[src/shared/charger_detect_params.svh]
// offsets, field positions, reset values and timing counts of the charger-detect block
// assumes register indices are word indices: byte address is four times the index
`ifndef CHARGER_DETECT_PARAMS_SVH
`define CHARGER_DETECT_PARAMS_SVH

// ============================================================
// register indices
`define IDX_FUNC_CTRL 8'h04
`define IDX_OTG_CTRL 8'h0A
`define IDX_DEBUG 8'h15
`define IDX_RID_WRITE 8'h36
`define IDX_RID_SET 8'h37
`define IDX_RID_CLEAR 8'h38
`define IDX_POWER_WRITE 8'h39
`define IDX_POWER_SET 8'h3A
`define IDX_POWER_CLEAR 8'h3B
`define IDX_IRQ_STATUS 8'h40
`define IDX_IRQ_CLEAR 8'h41
`define IDX_IRQ_ENABLE 8'h42

// ============================================================
// field positions
`define OTG_ID_PULLUP_BIT 0
`define RID_DONE_BIT 3
`define RID_GO_BIT 4
`define RID_INT_EN_BIT 6
`define POWER_SWAP_BIT 1
`define POWER_DP_PULLUP_BIT 4
`define POWER_DM_PULLUP_BIT 5
`define IRQ_SESSION_BIT 0
`define IRQ_ID_GND_BIT 1
`define IRQ_RID_DONE_BIT 2

// ============================================================
// reset values and masks
`define FUNC_CTRL_RESET 8'h00
`define OTG_CTRL_RESET 8'h00
`define RID_RESET 8'h00
`define RID_STORE_MASK 8'h77
`define POWER_RESET 8'h04
`define POWER_STORE_MASK 8'hFE
`define IRQ_ENABLE_RESET 3'h0

// ============================================================
// timing
`define CORE_CLK_PERIOD_NS 40
`define RID_MEAS_TIME_NS 282000
`define RID_MEAS_CYCLES ((`RID_MEAS_TIME_NS + `CORE_CLK_PERIOD_NS - 1) / `CORE_CLK_PERIOD_NS)

`endif

[src/shared/charger_detect_pkg.sv]
// types shared by the charger-detect block
// assumes nothing beyond a SystemVerilog compiler
package charger_detect_pkg;

    // function control fields, high bit first
    typedef struct packed {
        logic spare;
        logic suspend_n;
        logic phy_reset;
        logic [1:0] op_mode;
        logic term_select;
        logic [1:0] xcvr_select;
    } func_ctrl_type;

    typedef struct packed {
        logic line_level_1;
        logic line_level_0;
    } line_state_type;

    typedef enum logic [1:0] {
        METER_IDLE = 2'b00,
        METER_BUSY = 2'b01,
        METER_DONE = 2'b11
    } meter_state_type;

endpackage

[src/logic/charger_detect_sequencer.sv]
// transceiver-side registers and line reporting used for charger detection
// assumes an Avalon-MM master on core_clk_i and analog comparators synchronous to it
`timescale 1ns/1ps
`default_nettype none
`include "charger_detect_params.svh"

module charger_detect_sequencer
    import charger_detect_pkg::*;
#(
    parameter int unsigned RID_MEAS_CYCLES = `RID_MEAS_CYCLES
) (
    // clock and reset
    input wire logic core_clk_i,
    input wire logic reset_i,
    // avalon-mm register slave
    input wire logic [9:0] avs_address,
    input wire logic avs_read,
    input wire logic avs_write,
    input wire logic [31:0] avs_writedata,
    output logic [31:0] avs_readdata,
    output logic avs_waitrequest,
    // analog comparators and pins
    input wire logic id_grounded_i,
    input wire logic session_valid_i,
    input wire logic dp_level_i,
    input wire logic dm_level_i,
    input wire logic [2:0] id_code_i,
    input wire logic sync_mode_i,
    // analog controls
    output func_ctrl_type func_ctrl_o,
    output logic id_pullup_enable_o,
    output logic dp_charger_pullup_o,
    output logic dm_charger_pullup_o,
    output logic swap_dp_dm_o,
    // link data byte and interrupt
    output logic [7:0] link_data_o,
    output logic irq_o
);

    logic [7:0] func_ctrl;
    logic [7:0] otg_ctrl;
    logic [7:0] rid_reg;
    logic [7:0] power;
    logic [2:0] irq_enable;
    logic [2:0] irq_status;
    logic ack;
    logic [7:0] index;
    logic wr_take;
    logic rd_take;
    logic [7:0] wdata;
    logic [7:0] next_rid;
    logic [7:0] next_power;
    logic meter_finished;
    logic [2:0] meter_code;
    line_state_type line_state;
    logic session_prev;
    logic id_gnd_prev;
    logic [2:0] irq_event;
    logic rid_read;
    logic [7:0] rxcmd;
    logic [7:0] read_mux;

    // ============================================================
    // avalon handshake: one wait state, then the access completes
    // ack drops after each completion, so back-to-back requests each cost one wait state
    assign avs_waitrequest = (avs_read || avs_write) && !ack;
    assign index = avs_address[9:2];
    assign wdata = avs_writedata[7:0];
    assign wr_take = avs_write && ack;
    assign rd_take = avs_read && ack;

    always_ff @(posedge core_clk_i or posedge reset_i) begin
        if (reset_i) begin
            ack <= 1'b0;
        end else begin
            ack <= (avs_read || avs_write) && !ack;
        end
    end

    // ============================================================
    // line state, optionally swapped
    // swap lets the board cross the pins; receivers and reporting follow it
    always_comb begin
        line_state.line_level_0 = power[`POWER_SWAP_BIT] ? dm_level_i : dp_level_i;
        line_state.line_level_1 = power[`POWER_SWAP_BIT] ? dp_level_i : dm_level_i;
    end

    // ============================================================
    // function control
    // fields are not decoded here; the analog front end takes the struct as is
    always_ff @(posedge core_clk_i or posedge reset_i) begin
        if (reset_i) begin
            func_ctrl <= `FUNC_CTRL_RESET;
        end else if (wr_take && index == `IDX_FUNC_CTRL) begin
            func_ctrl <= wdata;
        end
    end

    assign func_ctrl_o = func_ctrl_type'(func_ctrl);

    // ============================================================
    // otg control: id pull-up for the resistance measurement
    // only bit 0 acts; the other bits are kept for software
    always_ff @(posedge core_clk_i or posedge reset_i) begin
        if (reset_i) begin
            otg_ctrl <= `OTG_CTRL_RESET;
        end else if (wr_take && index == `IDX_OTG_CTRL) begin
            otg_ctrl <= wdata;
        end
    end

    assign id_pullup_enable_o = otg_ctrl[`OTG_ID_PULLUP_BIT];

    // ============================================================
    // power management: write, set, clear
    // bit 0 is reserved: masked on every path so it always reads zero
    always_comb begin
        next_power = power;
        if (wr_take) begin
            case (index)
                `IDX_POWER_WRITE: next_power = wdata;
                `IDX_POWER_SET: next_power = power | wdata;
                `IDX_POWER_CLEAR: next_power = power & ~wdata;
                default: next_power = power;
            endcase
        end
        next_power = next_power & `POWER_STORE_MASK;
    end

    always_ff @(posedge core_clk_i or posedge reset_i) begin
        if (reset_i) begin
            power <= `POWER_RESET;
        end else begin
            power <= next_power;
        end
    end

    assign dp_charger_pullup_o = power[`POWER_DP_PULLUP_BIT];
    assign dm_charger_pullup_o = power[`POWER_DM_PULLUP_BIT];
    assign swap_dp_dm_o = power[`POWER_SWAP_BIT];

    // ============================================================
    // resistance conversion register
    assign rid_read = rd_take && (index == `IDX_RID_WRITE || index == `IDX_RID_SET
        || index == `IDX_RID_CLEAR);

    always_comb begin
        next_rid = rid_reg;
        if (rid_read) begin
            next_rid[`RID_DONE_BIT] = 1'b0;
        end
        // capture after the read clear: a finish in that cycle is not lost
        if (meter_finished) begin
            next_rid[2:0] = meter_code;
            next_rid[`RID_DONE_BIT] = 1'b1;
            next_rid[`RID_GO_BIT] = 1'b0;
        end
        // software write applied last: it wins over the capture for go and code
        if (wr_take) begin
            case (index)
                `IDX_RID_WRITE: begin
                    next_rid = (next_rid & ~`RID_STORE_MASK) | (wdata & `RID_STORE_MASK);
                end
                `IDX_RID_SET: next_rid = next_rid | (wdata & `RID_STORE_MASK);
                `IDX_RID_CLEAR: next_rid = next_rid & ~(wdata & `RID_STORE_MASK);
                default: next_rid = next_rid;
            endcase
        end
    end

    always_ff @(posedge core_clk_i or posedge reset_i) begin
        if (reset_i) begin
            rid_reg <= `RID_RESET;
        end else begin
            rid_reg <= next_rid;
        end
    end

    // go is a level: the meter restarts only after go has auto-cleared
    // timed conversion
    resistance_meter #(
        .MEAS_CYCLES(RID_MEAS_CYCLES)
    ) u_meter (
        .core_clk_i(core_clk_i),
        .reset_i(reset_i),
        .go_i(rid_reg[`RID_GO_BIT]),
        .id_code_i(id_code_i),
        .finished_o(meter_finished),
        .code_o(meter_code)
    );

    // ============================================================
    // interrupt events: comparator changes and conversion end
    // prev flops reset low: a comparator already high at reset reports one change
    always_ff @(posedge core_clk_i or posedge reset_i) begin
        if (reset_i) begin
            session_prev <= 1'b0;
            id_gnd_prev <= 1'b0;
        end else begin
            session_prev <= session_valid_i;
            id_gnd_prev <= id_grounded_i;
        end
    end

    always_comb begin
        irq_event = 3'h0;
        irq_event[`IRQ_SESSION_BIT] = session_valid_i ^ session_prev;
        irq_event[`IRQ_ID_GND_BIT] = id_grounded_i ^ id_gnd_prev;
        irq_event[`IRQ_RID_DONE_BIT] = meter_finished && rid_reg[`RID_INT_EN_BIT];
    end

    always_ff @(posedge core_clk_i or posedge reset_i) begin
        if (reset_i) begin
            irq_enable <= `IRQ_ENABLE_RESET;
        end else if (wr_take && index == `IDX_IRQ_ENABLE) begin
            irq_enable <= wdata[2:0];
        end
    end

    // status stays set while disabled; enabling later raises the line at once
    sticky_irq u_irq (
        .core_clk_i(core_clk_i),
        .reset_i(reset_i),
        .event_i(irq_event),
        .clear_i(wr_take && index == `IDX_IRQ_CLEAR),
        .clear_mask_i(wdata[2:0]),
        .enable_i(irq_enable),
        .status_o(irq_status),
        .irq_o(irq_o)
    );

    // ============================================================
    // link data byte
    // registered so the byte never changes mid-cycle under the link's sample
    always_comb begin
        rxcmd = 8'h00;
        rxcmd[1:0] = line_state;
        rxcmd[3] = session_valid_i;
        rxcmd[6] = !id_grounded_i;
        rxcmd[7] = irq_o;
    end

    always_ff @(posedge core_clk_i or posedge reset_i) begin
        if (reset_i) begin
            link_data_o <= 8'h00;
        end else if (sync_mode_i) begin
            link_data_o <= rxcmd;
        end else begin
            // interrupt on data 3, line state on data 1:0
            link_data_o <= {4'h0, irq_o, 1'b0, line_state};
        end
    end

    // ============================================================
    // register read; unmapped reads return zero
    always_comb begin
        case (index)
            `IDX_FUNC_CTRL: read_mux = func_ctrl;
            `IDX_OTG_CTRL: read_mux = otg_ctrl;
            `IDX_DEBUG: read_mux = {6'h00, line_state};
            `IDX_RID_WRITE, `IDX_RID_SET, `IDX_RID_CLEAR: read_mux = rid_reg;
            `IDX_POWER_WRITE, `IDX_POWER_SET, `IDX_POWER_CLEAR: read_mux = power;
            `IDX_IRQ_STATUS: read_mux = {5'h00, irq_status};
            `IDX_IRQ_ENABLE: read_mux = {5'h00, irq_enable};
            default: read_mux = 8'h00;
        endcase
    end

    // data stand during the cycle waitrequest is low
    // loaded on the request edge and held through the completion edge
    always_ff @(posedge core_clk_i or posedge reset_i) begin
        if (reset_i) begin
            avs_readdata <= 32'h0000_0000;
        end else if (avs_read && !ack) begin
            avs_readdata <= {24'h00_0000, read_mux};
        end
    end

endmodule // charger_detect_sequencer

`default_nettype wire

[src/logic/resistance_meter.sv]
// id resistance converter: times one measurement and captures the code
// assumes go is a level held until finished pulses; code input is the analog ladder result
`timescale 1ns/1ps
`default_nettype none

module resistance_meter
    import charger_detect_pkg::*;
#(
    parameter int unsigned MEAS_CYCLES = 7050
) (
    // clock and reset
    input wire logic core_clk_i,
    input wire logic reset_i,
    // control
    input wire logic go_i,
    input wire logic [2:0] id_code_i,
    // result
    output logic finished_o,
    output logic [2:0] code_o
);

    meter_state_type state;
    logic [15:0] count;

    // ============================================================
    // sequencer
    always_ff @(posedge core_clk_i or posedge reset_i) begin
        if (reset_i) begin
            state <= METER_IDLE;
            count <= 16'h0000;
        end else begin
            case (state)
                METER_IDLE: begin
                    count <= 16'h0000;
                    if (go_i) begin
                        state <= METER_BUSY;
                    end
                end
                METER_BUSY: begin
                    if (count == 16'(MEAS_CYCLES - 1)) begin
                        state <= METER_DONE;
                    end else begin
                        count <= count + 16'h0001;
                    end
                end
                METER_DONE: begin
                    state <= METER_IDLE;
                end
                default: begin
                    state <= METER_IDLE;
                end
            endcase
        end
    end

    // ============================================================
    // result
    always_ff @(posedge core_clk_i or posedge reset_i) begin
        if (reset_i) begin
            finished_o <= 1'b0;
            code_o <= 3'h0;
        end else begin
            finished_o <= (state == METER_BUSY) && (count == 16'(MEAS_CYCLES - 1));
            // three-bit code captured at the end
            if ((state == METER_BUSY) && (count == 16'(MEAS_CYCLES - 1))) begin
                code_o <= id_code_i;
            end
        end
    end

endmodule // resistance_meter

`default_nettype wire

[src/logic/sticky_irq.sv]
// sticky event flags, enable gating and one level interrupt
// assumes clear_i is a one-cycle write strobe qualified by clear_mask_i
`timescale 1ns/1ps
`default_nettype none

module sticky_irq (
    // clock and reset
    input wire logic core_clk_i,
    input wire logic reset_i,
    // events and software control
    input wire logic [2:0] event_i,
    input wire logic clear_i,
    input wire logic [2:0] clear_mask_i,
    input wire logic [2:0] enable_i,
    // state
    output logic [2:0] status_o,
    output logic irq_o
);

    // ============================================================
    // flags: an event in the clear cycle wins
    for (genvar i = 0; i < 3; i++) begin : g_flag
        always_ff @(posedge core_clk_i or posedge reset_i) begin
            if (reset_i) begin
                status_o[i] <= 1'b0;
            end else if (event_i[i]) begin
                status_o[i] <= 1'b1;
            end else if (clear_i && clear_mask_i[i]) begin
                status_o[i] <= 1'b0;
            end
        end
    end

    assign irq_o = |(status_o & enable_i);

endmodule // sticky_irq

`default_nettype wire

[config.mk]
export PLATFORM = sky130hd
export DESIGN_NAME = charger_detect_sequencer
export DESIGN_NICKNAME = d
export VERILOG_FILES = /design/src/shared/charger_detect_pkg.sv /design/src/logic/charger_detect_sequencer.sv /design/src/logic/resistance_meter.sv /design/src/logic/sticky_irq.sv
export VERILOG_INCLUDE_DIRS = /design/src /design/src/shared
export SDC_FILE = /design/constraint.sdc
export NUM_CORES = 1
export LEC_CHECK = 0
export BUFFER_PORTS_ARGS = -buffer_cell sky130_fd_sc_hd__buf_2
export CORE_MARGIN = 5
export CORE_UTILIZATION = 47
export CTS_CLUSTER_SIZE = 12
export DETAILED_ROUTE_END_ITERATION = 8
export PLACE_DENSITY_LB_ADDON = 0.15
export SKIP_CTS_REPAIR_TIMING = 1
export SYNTH_ARGS = -nofsm -noshare
export SYNTH_HDL_FRONTEND = slang
export SYNTH_SLANG_ARGS = --single-unit
[constraint.sdc]
create_clock -name core_clk_i -period 2.1 [get_ports core_clk_i]
set_clock_uncertainty 0.15 [all_clocks]
set_input_delay 0.21 -clock core_clk_i [delete_from_list [all_inputs] [get_ports core_clk_i]]
set_output_delay 0.21 -clock core_clk_i [all_outputs]
set_load 0.02 [all_outputs]
Yosys cells after proc, flatten, opt, wreduce, memory -nomap -nowiden
Index checks and enable logic that the tools add are counted.

$add $sub $neg: 1. Eq/ne operators: 17. Multiplexer cells: 20. Bitwise gates (word level): 10. Reductions and logical operators: 33.

Operator list (count): 8-bit case mux with 7 select lines (1); 8-bit by 6-bit equality test with 1-bit output, second input constant (6); 8-bit case mux with 3 select lines (2); 16-bit case mux with 2 select lines (1); 8-bit by 7-bit equality test with 1-bit output, second input constant (3); 16-bit by 1-bit adder with 16-bit output, second input constant (1); 8-bit AND (2); 16-bit by 13-bit equality test with 1-bit output, second input constant (1); 16-bit two-way mux (1); 8-bit by 7-bit OR with 8-bit output (2); 1-bit logical AND (14); 5-bit two-way mux (2); 1-bit two-way mux (9); 3-bit OR reduction (3); 8-bit by 3-bit equality test with 1-bit output, second input constant (1); 8-bit by 4-bit equality test with 1-bit output, second input constant (1); 8-bit by 5-bit equality test with 1-bit output, second input constant (1); 8-bit two-way mux (1); 7-bit inverter with 8-bit output (1); 8-bit inverter (1); 8-bit OR (1); 2-bit AND reduction (4); 2-bit nonzero test (4); 2-bit != test, second input constant (3); 9 further kinds (15).

Flip-flop bits (word level): 78. Input bits: 54. Output and inout port bits: 54. Word-level logic and storage cells: 99.

Depth between registers and ports, before layout
Gate-level depths: netlist of the first run.

Depth in word-level cells: 9. Gate-level depth with buffers: 7. Mapped depth without buffers: 5.

Modules after synthesis
From an unflattened synthesis of the first run, not the netlist that was laid out.

Cell total of the unflattened synthesis: 385. Area, all modules: 4032.6 sq um.

Modules (own cells, without submodules): charger_detect_sequencer (times used 1, cells an instance 246, area an instance 2631.3 sq um, seq. area each 1252.5 sq um); resistance_meter (times used 1, cells an instance 127, area an instance 1275.0 sq um, seq. area each 550.5 sq um); sticky_irq (times used 1, cells an instance 12, area an instance 126.4 sq um, seq. area each 75.1 sq um).

Worst setup path before layout of the first run
No wires, ideal clock.

Path kind: reg-to-reg. From: register u_meter.count[14]. To: register u_meter.code_o[0]. Library setup time: 125 ps. Arrival time: 1817 ps. Data required time: 1825 ps. Setup slack: 8 ps. Stages on the path, launching flop included: 6. Buffers on the path: 0. Clock period less this slack: 2092 ps. Path through: dfrtp_1 > or4_1 > nor2_1 > nand4_1 > nor3b_2 > mux2_2.

Cells in the longest elaborated chain, start to end: 2.

Ends and longest elaborated chain: start, declared (line resistance_meter.sv:23) `logic [15:0] count;`; start signal, assigned (line resistance_meter.sv:43) `count <= count + 16'h0001;`; 16-bit by 13-bit equality test with 1-bit output (line resistance_meter.sv:65) `if ((state == METER_BUSY) && (count == 16'(MEAS_CYCLES - 1))) begin`; 1-bit logical AND (line resistance_meter.sv:65); end signal, assigned (line resistance_meter.sv:66) `code_o <= id_code_i;`; end, declared (line resistance_meter.sv:19) `output logic [2:0] code_o`.

Every way passes these cells. A chain may end at the register's enable or synchronous reset.

Final worst setup path of the first run
From: register u_meter.count[4]. To: register u_meter.code_o[0].

The elaborated chain is that of the path after synthesis.

==> metrics.md, run 1 <==
| Metric | Value |
|---|---|
| Top cells by count, synth | dfrtp_1, nor2_1, nand2_1 |
| Syn Area/Cell | 10.7 µm² |
| Synth Register Bits | 75 |
| Core ar. | 8130 µm² |
| Crit path DAT | 2.19 ns |
| Run status | finished with violations |
| Area leader, netlist | dfrtp_1 |
| Post-synth EDFFs | 0 |
| Synth Area in Simple Gates | 18.6% |
| Largest family of logic cells by synthesized area | simple AND/OR/NAND/NOR gates |
| Die Y | 101 µm |
| Reg-to-reg startpoint | u_meter.count[4] |
| Failing checks | hold timing, setup timing |
| Final Wtd Congestion | 0.877 |
| Post-synthesis compound-gate area fraction | 13.4% |
| Gr ovfl total | 0 |
| Most frequent cell after synthesis | dfrtp_1 |
| Clock Path Buffers | 2 |
| Sequential-to-total area share from yosys stat | 48.2% |
| Worst Hold Path Cells | 2 |
| Pre-CTS WS | -0.107 ns |
| Mux contribution to synthesized area | 9.15% |
| Hold Path End | power[3] |
| Slew HR | 24.8% |
| Die area | 10200 µm² |
| Hold WS | -0.00601 ns |
| Max Cap Viol | 0 |
| Layout fillers | 697 |
| XOR/XNOR Fraction of Synth Area | 2.70% |
| Initial DRC count | 180 |
| Area growth syn-to-layout | 22.0% |
| Critical R2R Capture | u_meter.code_o[0] |
| Async SR Flop Fraction | 100% |
| Top reg by flops | u_meter.count |
| Placed Area | 4380 µm² |
| CP Class | reg2reg |
| Post-route cell area | 4760 µm² |
| Cell area power density | 702 nW/µm² |
| R2R Setup Slk | -0.01 ns |
| Clk_lat worst skew | 0.34 ns |
| DR vias | 3095 |
| Pleak | 2.31 nW |
| N_diodes | 0 |
| Fin. max-slew vios | 0 |
| Mapped cell area | 3900 µm² |
| Final setup fails | 3 |
| Share of layout cells above drive strength 1 | 31.7% |
| First-pass GRT wire length | 15.4 mm |
| Clock root buffer | clkbuf_8 |
| Post-route total power | 3.34 mW |
| Final Hold Fails | 3 |
| Tcrit/Tclk final | 101% |
| Nets@finish | 516 |
| Reg2reg path depth | 6 |
| Period minus WS final | 2.11 ns |
| FMAX | 473 MHz |
| Worst-path clk slew | 0.08 ns |
| DP HPWL | 6.77 mm |
| Routed Antenna Nets | 0 |
| Final setup margin | -0.0143 ns |
| Vias per cell | 5.44 |
| Final Core Density | 58.5% |
| CTS Sinks | 75 |
| Starting density of the core | 47.9% |
| CTS tree | yes |
| Adder-cell share of the synthesized area | 0.642% |
| DR DRC count | 0 |
| Number of flip-flops under the largest register name | 16 |
| Die Wd | 101 µm |
| RSZ-0062 raised after global routing | true |
| Largest net degree at the start of global routing | 76 |
| WL per Instance | 17.0 µm |
| Worst endpoint required time | 2.18 ns |
| Critical Path Start Type | flop |
| Pre-Repair DR Iteration Count | 5 |
| # H-tree levels | 3 |
| Num rows | 33 |
| Max FO, Critical Path | 4 |
| Synth Instances | 363 |
| GRT Util Overall | 19.5% |
| Hold Crit Class | in2reg |
| CP endpoint kind | flop |
| Yosys cell types | 61 |
| WL final | 9.65 mm |
| IO Port Bufs | 54 |
| Worst slew pin tran | 1.12 ns |
| Peak supply drop | 431 µV |
| Ports | 108 |
| Syn. warnings | 0 |
| Vias in the first global route | 2962 |
| Hold path start | avs_writedata[3] |
| Initial antenna violation count | 0 |
| Total CTS buffers | 9 |
| Top-area cell type share of the netlist area | 47.5% |
| Main area contributors after synthesis | dfrtp_1, mux2_2, buf_4, a22o_1, nor2_1 |
| Post-synth top flop | dfrtp_1 |
==> layout by cell type, fill, tap and decap left out, types with 2 or more instances in the layout <==
cell type,Yosys,layout
a21o_1,6,6
a21oi_1,3,3
a222oi_1,4,4
a22o_1,21,21
a22oi_1,4,4
a2bb2oi_1,2,2
a31oi_1,2,2
a32oi_1,2,2
and2_1,2,2
and3_1,2,2
buf_2,2,54
buf_4,28,32
bufinv_16,0,2
clkbuf_8,0,9
clkinv_2,0,2
conb_1,1,27
dfrtp_1,74,74
dlygate4sd3_1,0,14
ha_1,2,2
inv_1,3,2
mux2_2,29,26
mux2_4,0,3
mux2i_1,3,3
nand2_1,33,33
nand2b_1,5,5
nand3_1,8,8
nand4_1,9,9
nor2_1,36,35
nor2b_1,4,4
nor3_1,5,5
nor4_1,3,3
nor4_4,2,2
o21ai_0,16,16
or4b_2,2,2
xnor2_1,3,3
xor2_1,9,9
==> metrics by stage <==
step / cells / TNS (ns)
3_5_place_dp: 539 / -0.432
2_1_floorplan: 389 / 0
3_3_place_gp: 539 / -0.272
6_report: 569 / -0.0339
5_1_grt: 569 / -0.318
4_1_cts: 554 / -0.0560
==> worst max-delay path by stage <==
| stage | startpoint | endpoint | slack [ns] | cells after the start |
|---|---|---|---|---|
| after floorplan | u_meter.count[14] | u_meter.code_o[0] | 0.008 | 5 |
| after global placement | avs_address[9] | avs_readdata[2] | -0.09 | 6 |
| after detailed placement | avs_address[9] | avs_readdata[2] | -0.11 | 6 |
| after CTS | u_meter.count[14] | u_meter.code_o[0] | -0.02 | 6 |
| after global routing | u_meter.count[4] | u_meter.code_o[0] | -0.09 | 6 |
| final | u_meter.count[4] | u_meter.code_o[0] | -0.01 | 6 |
==> where the power goes <==
part	internal, mW	total, mW	switching (mW)
Clock	0.661	1.20	0.535
Combinational	0.245	0.578	0.333
Sequential	1.51	1.56	0.0550
==> worst max-delay path, stage by stage (launching register included) <==
cell     delay [ns]
dfrtp_1        0.39
or4_4          0.53
nor2_2         0.11
nand4_1        0.14
nor3b_2        0.21
buf_4          0.16
mux2_4         0.30
==> cell type report <==
| class | instances | area, µm² | area share, % |
|---|---|---|---|
| Tap cell | 105 | 131 | 2.76 |
| Clock inverter | 5 | 78.8 | 1.66 |
| Multi-Input combinational cell | 270 | 1850 | 39.0 |
| Sequential cell | 75 | 1880 | 39.5 |
| Clock buffer | 10 | 128 | 2.68 |
| Inverter | 3 | 15.0 | 0.316 |
| Timing Repair Buffer | 101 | 671 | 14.1 |
==> kinds of logic after synthesis <==
kind of cell,after synthesis
and+or+nand+nor,130
adders and majority gates,2
DFF,75
other,1
AOI/OAI and AO/OA,67
xor gates and xnor gates,12
muxes,32
buffers and inverters,44
==> per-layer routing <==
metal | global-route usage, % | vias up | routed length, µm
li1 | - | 1455 | -
met1 | 29.4 | 1520 | 4570
met2 | 28.2 | 110 | 4250
met3 | 3.53 | 10 | 698
met4 | 6.44 | 0 | 133
met5 | 0 | - | 0
(Power assumes the default switching activity.)
==> run 2: changes to the inputs <==
--- a/config.mk
+++ b/config.mk
@@ -8,7 +8,8 @@
 export LEC_CHECK = 0
 export BUFFER_PORTS_ARGS = -buffer_cell sky130_fd_sc_hd__buf_2
 export CORE_MARGIN = 5
-export CORE_UTILIZATION = 47
+export CORE_UTILIZATION = 55
+export CTS_BUF_LIST = sky130_fd_sc_hd__clkbuf_8
 export CTS_CLUSTER_SIZE = 12
 export DETAILED_ROUTE_END_ITERATION = 8
 export PLACE_DENSITY_LB_ADDON = 0.15
==> constraint.sdc (replaced) <==
create_clock -name core_clk_i -period 2.65 [get_ports core_clk_i]
set_clock_uncertainty 0.15 [all_clocks]
set_input_delay 0.265 -clock core_clk_i [delete_from_list [all_inputs] [get_ports core_clk_i]]
set_output_delay 0.265 -clock core_clk_i [all_outputs]
set_load 0.02 [all_outputs]
==> run 2 against run 1 <==
The flow now finishes without violations. Non-clock buffer count down 31. Sequential share of layout area grew 2.6 points. Global-route usage grew 1.7 points. Total power shrank 25%. Setup slack gained 0.48 ns. Combinational power shrank 40%.
==> metrics.md, run 2 (same netlist as run 1, synthesis figures left out) <==
| Metric | Value |
|---|---|
| Run status | complete, no violations (was finished with violations) |
| CP Class | reg2reg (unchanged) |
| Number of flip-flops under the largest register name | 16 (unchanged) |
| CP endpoint kind | flop (unchanged) |
| Worst-path clk slew | 0.08 ns (about the same) |
| WL per Instance | 16.9 µm (was 17.0 µm) |
| Area growth syn-to-layout | 14.4% (was 22.0%) |
| Pre-CTS WS | 0.283 ns (was -0.107 ns) |
| Sw frac | 28.4% (was 27.6%) |
| Final setup margin | 0.463 ns (was -0.0143 ns) |
| Cell area power density | 561 nW/µm² (was 702 nW/µm²) |
| Total CTS buffers | 9 (unchanged) |
| DR vias | 2958 (was 3095) |
| Post-route setup TNS | 0 ns (was -0.0339 ns) |
| Die area | 8870 µm² (was 10200 µm²) |
| Layout fillers | 560 (was 697) |
| Switch Pwr | 711 µW (was 923 µW) |
| First-pass GRT wire length | 14.6 mm (was 15.4 mm) |
| Ports | 108 (unchanged) |
| IO Port Bufs | 54 (unchanged) |
| Internal power | 1.79 mW (was 2.42 mW) |
| Starting density of the core | 57.1% (was 47.9%) |
| Combinational group share of total power | 13.9% (was 17.3%) |
| Crit path DAT | 2.26 ns (was 2.19 ns) |
| Reg2reg path depth | 5 (was 6) |
| Slowest CP cell | or4_1 (was or4_4) |
| Worst slew pin tran | 0.914 ns (was 1.12 ns) |
| Vias in the first global route | 2815 (was 2962) |
| Max Cap Viol | 0 (unchanged) |
| Final setup fails | 0 (was 3) |
| CTS Sinks | 75 (unchanged) |
| Share of layout cells above drive strength 1 | 29.0% (was 31.7%) |
| Vias per cell | 5.58 (was 5.44) |
| Hold Crit Class | in2reg (unchanged) |
| Fin. max-slew vios | 0 (unchanged) |
| Initial DRC count | 161 (was 180) |
| Reg-to-reg startpoint | u_meter.count[2] (was u_meter.count[4]) |
| Num rows | 30 (was 33) |
| Peak supply drop | 338 µV (was 431 µV) |
| Critical R2R Capture | u_meter.code_o[2] (was u_meter.code_o[0]) |
| Period minus WS final | 2.19 ns (was 2.11 ns) |
| Die Wd | 94.2 µm (was 101 µm) |
| Pleak | 2.16 nW (was 2.31 nW) |
| Post-route cell area | 4460 µm² (was 4760 µm²) |
| # H-tree levels | 3 (unchanged) |
| Final Hold Fails | 0 (was 3) |
| Pre-Repair DR Iteration Count | 5 (unchanged) |
| Critical path's largest stage delay | 0.48 ns (was 0.53 ns) |
| Hold path start | id_code_i[0] (was avs_writedata[3]) |
| Nets@finish | 485 (was 516) |
| Top reg by flops | u_meter.count (unchanged) |
| Routed Antenna Nets | 0 (unchanged) |
| Final Core Density | 65.3% (was 58.5%) |
| Clock network fraction of design power | 35.3% (was 35.8%) |
| Core ar. | 6830 µm² (was 8130 µm²) |
| Clk_lat worst skew | 0.33 ns (was 0.34 ns) |
| Worst Hold Path Cells | 2 (unchanged) |
| Initial antenna violation count | 0 (unchanged) |
| Placed Area | 4220 µm² (was 4380 µm²) |
| DP HPWL | 6.61 mm (was 6.77 mm) |
| Flop pwr share | 50.8% (was 46.8%) |
| Critical Path Start Type | flop (unchanged) |
| Tcrit/Tclk final | 82.5% (was 101%) |
| Worst endpoint required time | 2.72 ns (was 2.18 ns) |
| Die Y | 94.2 µm (was 101 µm) |
| Largest net degree at the start of global routing | 46 (was 76) |
| GRT Util Overall | 21.2% (was 19.5%) |
| CTS tree | yes (unchanged) |
| Clock Path Buffers | 2 (unchanged) |
| Most frequent cells in the layout | dfrtp_1, buf_2, nor2_1, nand2_1, mux2_2 (was dfrtp_1, buf_2, nor2_1, nand2_1, buf_4) |
| Max FO, Critical Path | 7 (was 4) |
| R2R Setup Slk | 0.46 ns (was -0.01 ns) |
| Most common cell after layout, fill and taps aside | dfrtp_1 (unchanged) |
| RSZ-0062 raised after global routing | false (was true) |
| DR DRC count | 0 (unchanged) |
| FMAX | 457 MHz (was 473 MHz) |
| WL final | 8.98 mm (was 9.65 mm) |
| Clock root buffer | clkbuf_8 (unchanged) |
| Slew HR | 38.6% (was 24.8%) |
| Final Wtd Congestion | 0.875 (was 0.877) |
| N_diodes | 0 (unchanged) |
| Worst path cell trace | or4_1 > nor2_1 > nand4_1 > nor3b_2 > mux2_2 (was or4_4 > nor2_2 > nand4_1 > nor3b_2 > buf_4 > mux2_4) |
| Gr ovfl total | 0 (unchanged) |
| Hold WS | 0.00883 ns (was -0.00601 ns) |
| Hold Path End | u_meter.code_o[0] (was power[3]) |
run 2: cell count changes in the layout (fill, tap and decap cells not counted), moves of 3 or more:
cell           change
dlygate4sd3_1     -10
buf_4             -21
mux2_4             -3
mux2_2             +3
run 2: worst max-delay path by stage:
stage,start,slack [ns],to
final,u_meter.count[2],0.46,u_meter.code_o[2]
after global routing,u_meter.count[2],0.35,u_meter.code_o[0]
after CTS,u_meter.count[2],0.47,u_meter.code_o[2]
after detailed placement,avs_address[9],0.28,avs_readdata[1]
after global placement,avs_address[9],0.31,avs_readdata[2]
after floorplan,reset_i,0.33,ack
run 2: routing by layer:
metal / routed length, µm / global-route usage (%)
met1: 4050 / 30.4
met2: 4310 / 32.6
met3: 530 / 3.45
met4: 86 / 7.22
met5: 0 / 0
run 2: layout make-up:
cell class                 instances  area [µm²]  share of cell area, %
clock inverter                     6        65.1                   1.46
multi-input combinational        270        1840                   41.2
inverter                           3        11.3                  0.252
sequential                        75        1880                   42.1
clock buffer                      10         138                   3.08
timing repair buffer              70         413                   9.25
tap                               96         120                   2.69
run 2: power by group through the flow:
stage / sequential, mW / combinational, mW / clock (mW)
2_1_floorplan: 1.27 / 0.294 / 0
3_3_place_gp: 1.29 / 0.337 / 0
3_5_place_dp: 1.29 / 0.345 / 0
4_1_cts: 1.27 / 0.346 / 0.900
5_1_grt: 1.28 / 0.389 / 0.947
6_report: 1.27 / 0.348 / 0.883
run 2: critical path: cells and delay by family, from the launching register on:
| family | cells | cell delay (ns) |
|---|---|---|
| DFF | 1 | 0.45 |
| muxes | 1 | 0.38 |
| and+or+nand+nor | 4 | 1.09 |
run 2: stage by stage:
| step | instances | power, mW |
|---|---|---|
| 3_3_place_gp | 510 | 1.63 |
| 2_1_floorplan | 389 | 1.56 |
| 3_5_place_dp | 510 | 1.64 |
| 5_1_grt | 530 | 2.62 |
| 6_report | 530 | 2.50 |
| 4_1_cts | 526 | 2.52 |
==> run 3: changes to the inputs <==
--- a/config.mk
+++ b/config.mk
@@ -6,6 +6,7 @@
 export SDC_FILE = /design/constraint.sdc
 export NUM_CORES = 1
 export LEC_CHECK = 0
+export ABC_AREA = 1
 export BUFFER_PORTS_ARGS = -buffer_cell sky130_fd_sc_hd__buf_2
 export CORE_MARGIN = 5
 export CORE_UTILIZATION = 55
==> constraint.sdc (replaced) <==
create_clock -name core_clk_i -period 2.18 [get_ports core_clk_i]
set_clock_uncertainty 0.15 [all_clocks]
set_input_delay 0.218 -clock core_clk_i [delete_from_list [all_inputs] [get_ports core_clk_i]]
set_output_delay 0.218 -clock core_clk_i [all_outputs]
set_load 0.02 [all_outputs]
==> run 3 against run 2 <==
The run now ends with hold timing left. Via count is 23% higher. Sequential power up 17%. Total power increased by 16%. Combinational power down 5%. Sequential share of layout area fell by 3.0 points. First-iteration DRC count grew 43%. Register-to-register slack lost 0.20 ns. Sequential cell count stayed put. Fmax grew 14%. Global-route usage shrank 0.38 points.
==> metrics.md, run 3 <==
| Metric | Value |
|---|---|
| Largest net degree at the start of global routing | 39 (was 46) |
| Worst-path clk slew | 0.08 ns (about the same) |
| Clock root buffer | clkbuf_8 (unchanged) |
| Area growth syn-to-layout | 14.2% (was 14.4%) |
| CP endpoint kind | flop (unchanged) |
| Die Y | 97.5 µm (was 94.2 µm) |
| Main area contributors after synthesis | dfrtp_1, nand2_1, inv_1, buf_4, nand3_1 (was dfrtp_1, mux2_2, buf_4, a22o_1, nor2_1) |
| Post-route setup TNS | 0 ns (unchanged) |
| Num rows | 31 (was 30) |
| Share of layout cells above drive strength 1 | 20.0% (was 29.0%) |
| Max FO, Critical Path | 13 (was 7) |
| Area leader, netlist | dfrtp_1 (unchanged) |
| Top cells by count, synth | nand2_1, dfrtp_1, inv_1 (was dfrtp_1, nor2_1, nand2_1) |
| Starting density of the core | 57.4% (was 57.1%) |
| # H-tree levels | 3 (unchanged) |
| Crit path depth | 9 (was 5) |
| Pre-CTS WS | 0.253 ns (was 0.283 ns) |
| Failing checks | hold timing |
| Hold WS | -0.00700 ns (was 0.00883 ns) |
| Post-synth EDFFs | 0 (unchanged) |
| Number of flip-flops under the largest register name | 16 (unchanged) |
| Hold Crit Class | in2reg (unchanged) |
| Crit path max-delay family | simple AND/OR/NAND/NOR gates (unchanged) |
| DR vias | 3632 (was 2958) |
| FMAX | 523 MHz (was 457 MHz) |
| Max Cap Viol | 0 (unchanged) |
| First-pass GRT wire length | 16.3 mm (was 14.6 mm) |
| GRT met2 Usage | 30.4% (was 32.6%) |
| Run status | finished with violations (was complete, no violations) |
| Pleak | 2.48 nW (was 2.16 nW) |
| Post-route cell area | 4810 µm² (was 4460 µm²) |
| Sequential-to-total area share from yosys stat | 44.6% (was 48.2%) |
| Initial antenna violation count | 0 (unchanged) |
| Yosys cell types | 34 (was 61) |
| Most frequent cells in the layout | nand2_1, dfrtp_1, inv_1, buf_2, nor2_1 (was dfrtp_1, buf_2, nor2_1, nand2_1, mux2_2) |
| WL per Instance | 13.7 µm (was 16.9 µm) |
| Period minus WS final | 1.91 ns (was 2.19 ns) |
| Critical Path Start Type | flop (unchanged) |
| GR met1 Demand/Resource | 30.5% (was 30.4%) |
| Core ar. | 7330 µm² (was 6830 µm²) |
| Clk_lat worst skew | 0.34 ns (was 0.33 ns) |
| Cells after DPL | 682 (was 510) |
| Initial DRC count | 231 (was 161) |
| Clock Path Buffers | 2 (unchanged) |
| Synth Register Bits | 75 (unchanged) |
| Global Route met3 Usage | 4.45% (was 3.45%) |
| Peak supply drop | 402 µV (was 338 µV) |
| Reg2reg path depth | 9 (was 5) |
| Most frequent cell after synthesis | nand2_1 (was dfrtp_1) |
| Worst Hold Path Cells | 3 (was 2) |
| Cell area power density | 605 nW/µm² (was 561 nW/µm²) |
| Top reg by flops | u_meter.count (unchanged) |
| Gr ovfl total | 0 (unchanged) |
| Routed Antenna Nets | 0 (unchanged) |
| Top-area cell type share of the netlist area | 44.0% (was 47.5%) |
| Synth Instances | 532 (was 363) |
| Die area | 9500 µm² (was 8870 µm²) |
| Vias in the first global route | 3426 (was 2815) |
| Layout fillers | 636 (was 560) |
| Critical path's largest stage delay | 0.40 ns (was 0.48 ns) |
| Most common cell after layout, fill and taps aside | nand2_1 (was dfrtp_1) |
| WL final | 9.74 mm (was 8.98 mm) |
| CP Class | reg2reg (unchanged) |
| Async SR Flop Fraction | 100% (unchanged) |
| Most used routing layer | met1 (was met2) |
| Placed Area | 4480 µm² (was 4220 µm²) |
| Final Hold Fails | 2 (was 0) |
| CP Buf/Inv Count | 2 (was 0) |
| Nets@finish | 663 (was 485) |
| Vias per cell | 5.12 (was 5.58) |
| Fin. max-slew vios | 0 (unchanged) |
| RSZ-0062 raised after global routing | false (unchanged) |
| Worst path cell trace | inv_1 > ha_1 > nand3_1 > nor2_1 > nand3_4 > nand2_2 > inv_2 > nand2_1 > o21ai_0 (was or4_1 > nor2_1 > nand4_1 > nor3b_2 > mux2_2) |
| IO Port Bufs | 54 (unchanged) |
| Final setup fails | 0 (unchanged) |
| Crit path DAT | 1.98 ns (was 2.26 ns) |
| Non-Filler Instances | 710 (was 530) |
| Mapped cell area | 4210 µm² (was 3900 µm²) |
| Post-synth top flop | dfrtp_1 (unchanged) |
| DR DRC count | 0 (unchanged) |
| GRT Util Overall | 20.8% (was 21.2%) |
| CTS tree | yes (unchanged) |
| Slowest CP cell | dfrtp_1 (was or4_1) |
| Tcrit/Tclk final | 87.8% (was 82.5%) |
| Syn Area/Cell | 7.91 µm² (was 10.7 µm²) |
| DP HPWL | 7.15 mm (was 6.61 mm) |
| Final Wtd Congestion | 0.882 (was 0.875) |
| Final setup margin | 0.266 ns (was 0.463 ns) |
| Syn. warnings | 0 (unchanged) |
| Total CTS buffers | 9 (unchanged) |
| CTS Sinks | 75 (unchanged) |
| Pre-Repair DR Iteration Count | 5 (unchanged) |
| Ports | 108 (unchanged) |
| Worst endpoint required time | 2.25 ns (was 2.72 ns) |
| Die Wd | 97.5 µm (was 94.2 µm) |
| N_diodes | 0 (unchanged) |
| Final Core Density | 65.6% (was 65.3%) |
==> run 3: changes by cell type after synthesis, sizes merged, moves of 22 or more <==
| cell | before | now |
|---|---|---|
| mux2 | 29 | 0 |
| o21ai | 16 | 52 |
| nand2 | 33 | 164 |
| a22o | 22 | 0 |
| inv | 3 | 63 |
| nand3 | 9 | 38 |
==> run 3: cell families (layout without fill, tap and decap cells) <==
group | after synthesis | count (layout) | share of synthesized area (%)
compound gates | 71 | 71 | 10.1
xor+xnor | 7 | 7 | 1.46
fa+ha+maj | 2 | 2 | 0.595
buf+inv | 97 | 150 | 11.9
flops | 75 | 75 | 44.6
mux | 2 | 2 | 0.476
other cells | 1 | 27 | 0.0891
simple gates | 277 | 277 | 30.7
==> run 3: layer usage <==
metal	wire length (µm)	share of wire [%]
met1	4580	47
met2	4250	44
met3	739	7.6
met4	168	1.7
met5	0	0
==> run 3: path summary, 6_finish.rpt <==
path                                  start                 to  slack, ns
max                        u_meter.count[1]   u_meter.count[7]       0.27
min                        avs_writedata[5]           power[5]     -0.007
max reg2reg                u_meter.count[1]   u_meter.count[7]       0.27
min reg2reg                      rid_reg[7]         rid_reg[7]       0.24
max in group asynchronous           reset_i           power[2]       1.10
min in group asynchronous           reset_i  u_meter.count[15]       0.41
==> run 3: cell type report <==
type	count	area (µm²)	share of cell area, %
multi-input combinational	386	1930	40.1
sequential	75	1880	39.1
timing repair buffer	72	438	9.11
inverter	63	240	5.00
clock buffer	11	151	3.15
tap	99	124	2.58
clock inverter	4	48.8	1.02
==> run 3: worst reg2reg max path: stages, from the launching register on <==
cell	delay, ns
dfrtp_1	0.40
inv_1	0.09
ha_1	0.14
nand3_1	0.08
nor2_1	0.23
nand3_4	0.14
nand2_2	0.20
inv_2	0.18
nand2_1	0.09
o21ai_0	0.09
==> run 3: power breakdown <==
| part | switching [mW] | leakage (nW) | internal, mW |
|---|---|---|---|
| Combinational | 0.232 | 1.45 | 0.0996 |
| Sequential | 0.0335 | 0.925 | 1.45 |
| Clock | 0.511 | 0.106 | 0.586 |
| Total | 0.777 | 2.48 | 2.13 |
==> run 3: per-stage QoR <==
step | total power, mW | hold WS (ns)
4_1_cts | 2.90 | -0.133
2_1_floorplan | 1.75 | 0.0994
3_3_place_gp | 1.81 | 0.216
5_1_grt | 3.03 | 0.00437
6_report | 2.91 | -0.00700
3_5_place_dp | 1.82 | 0.216
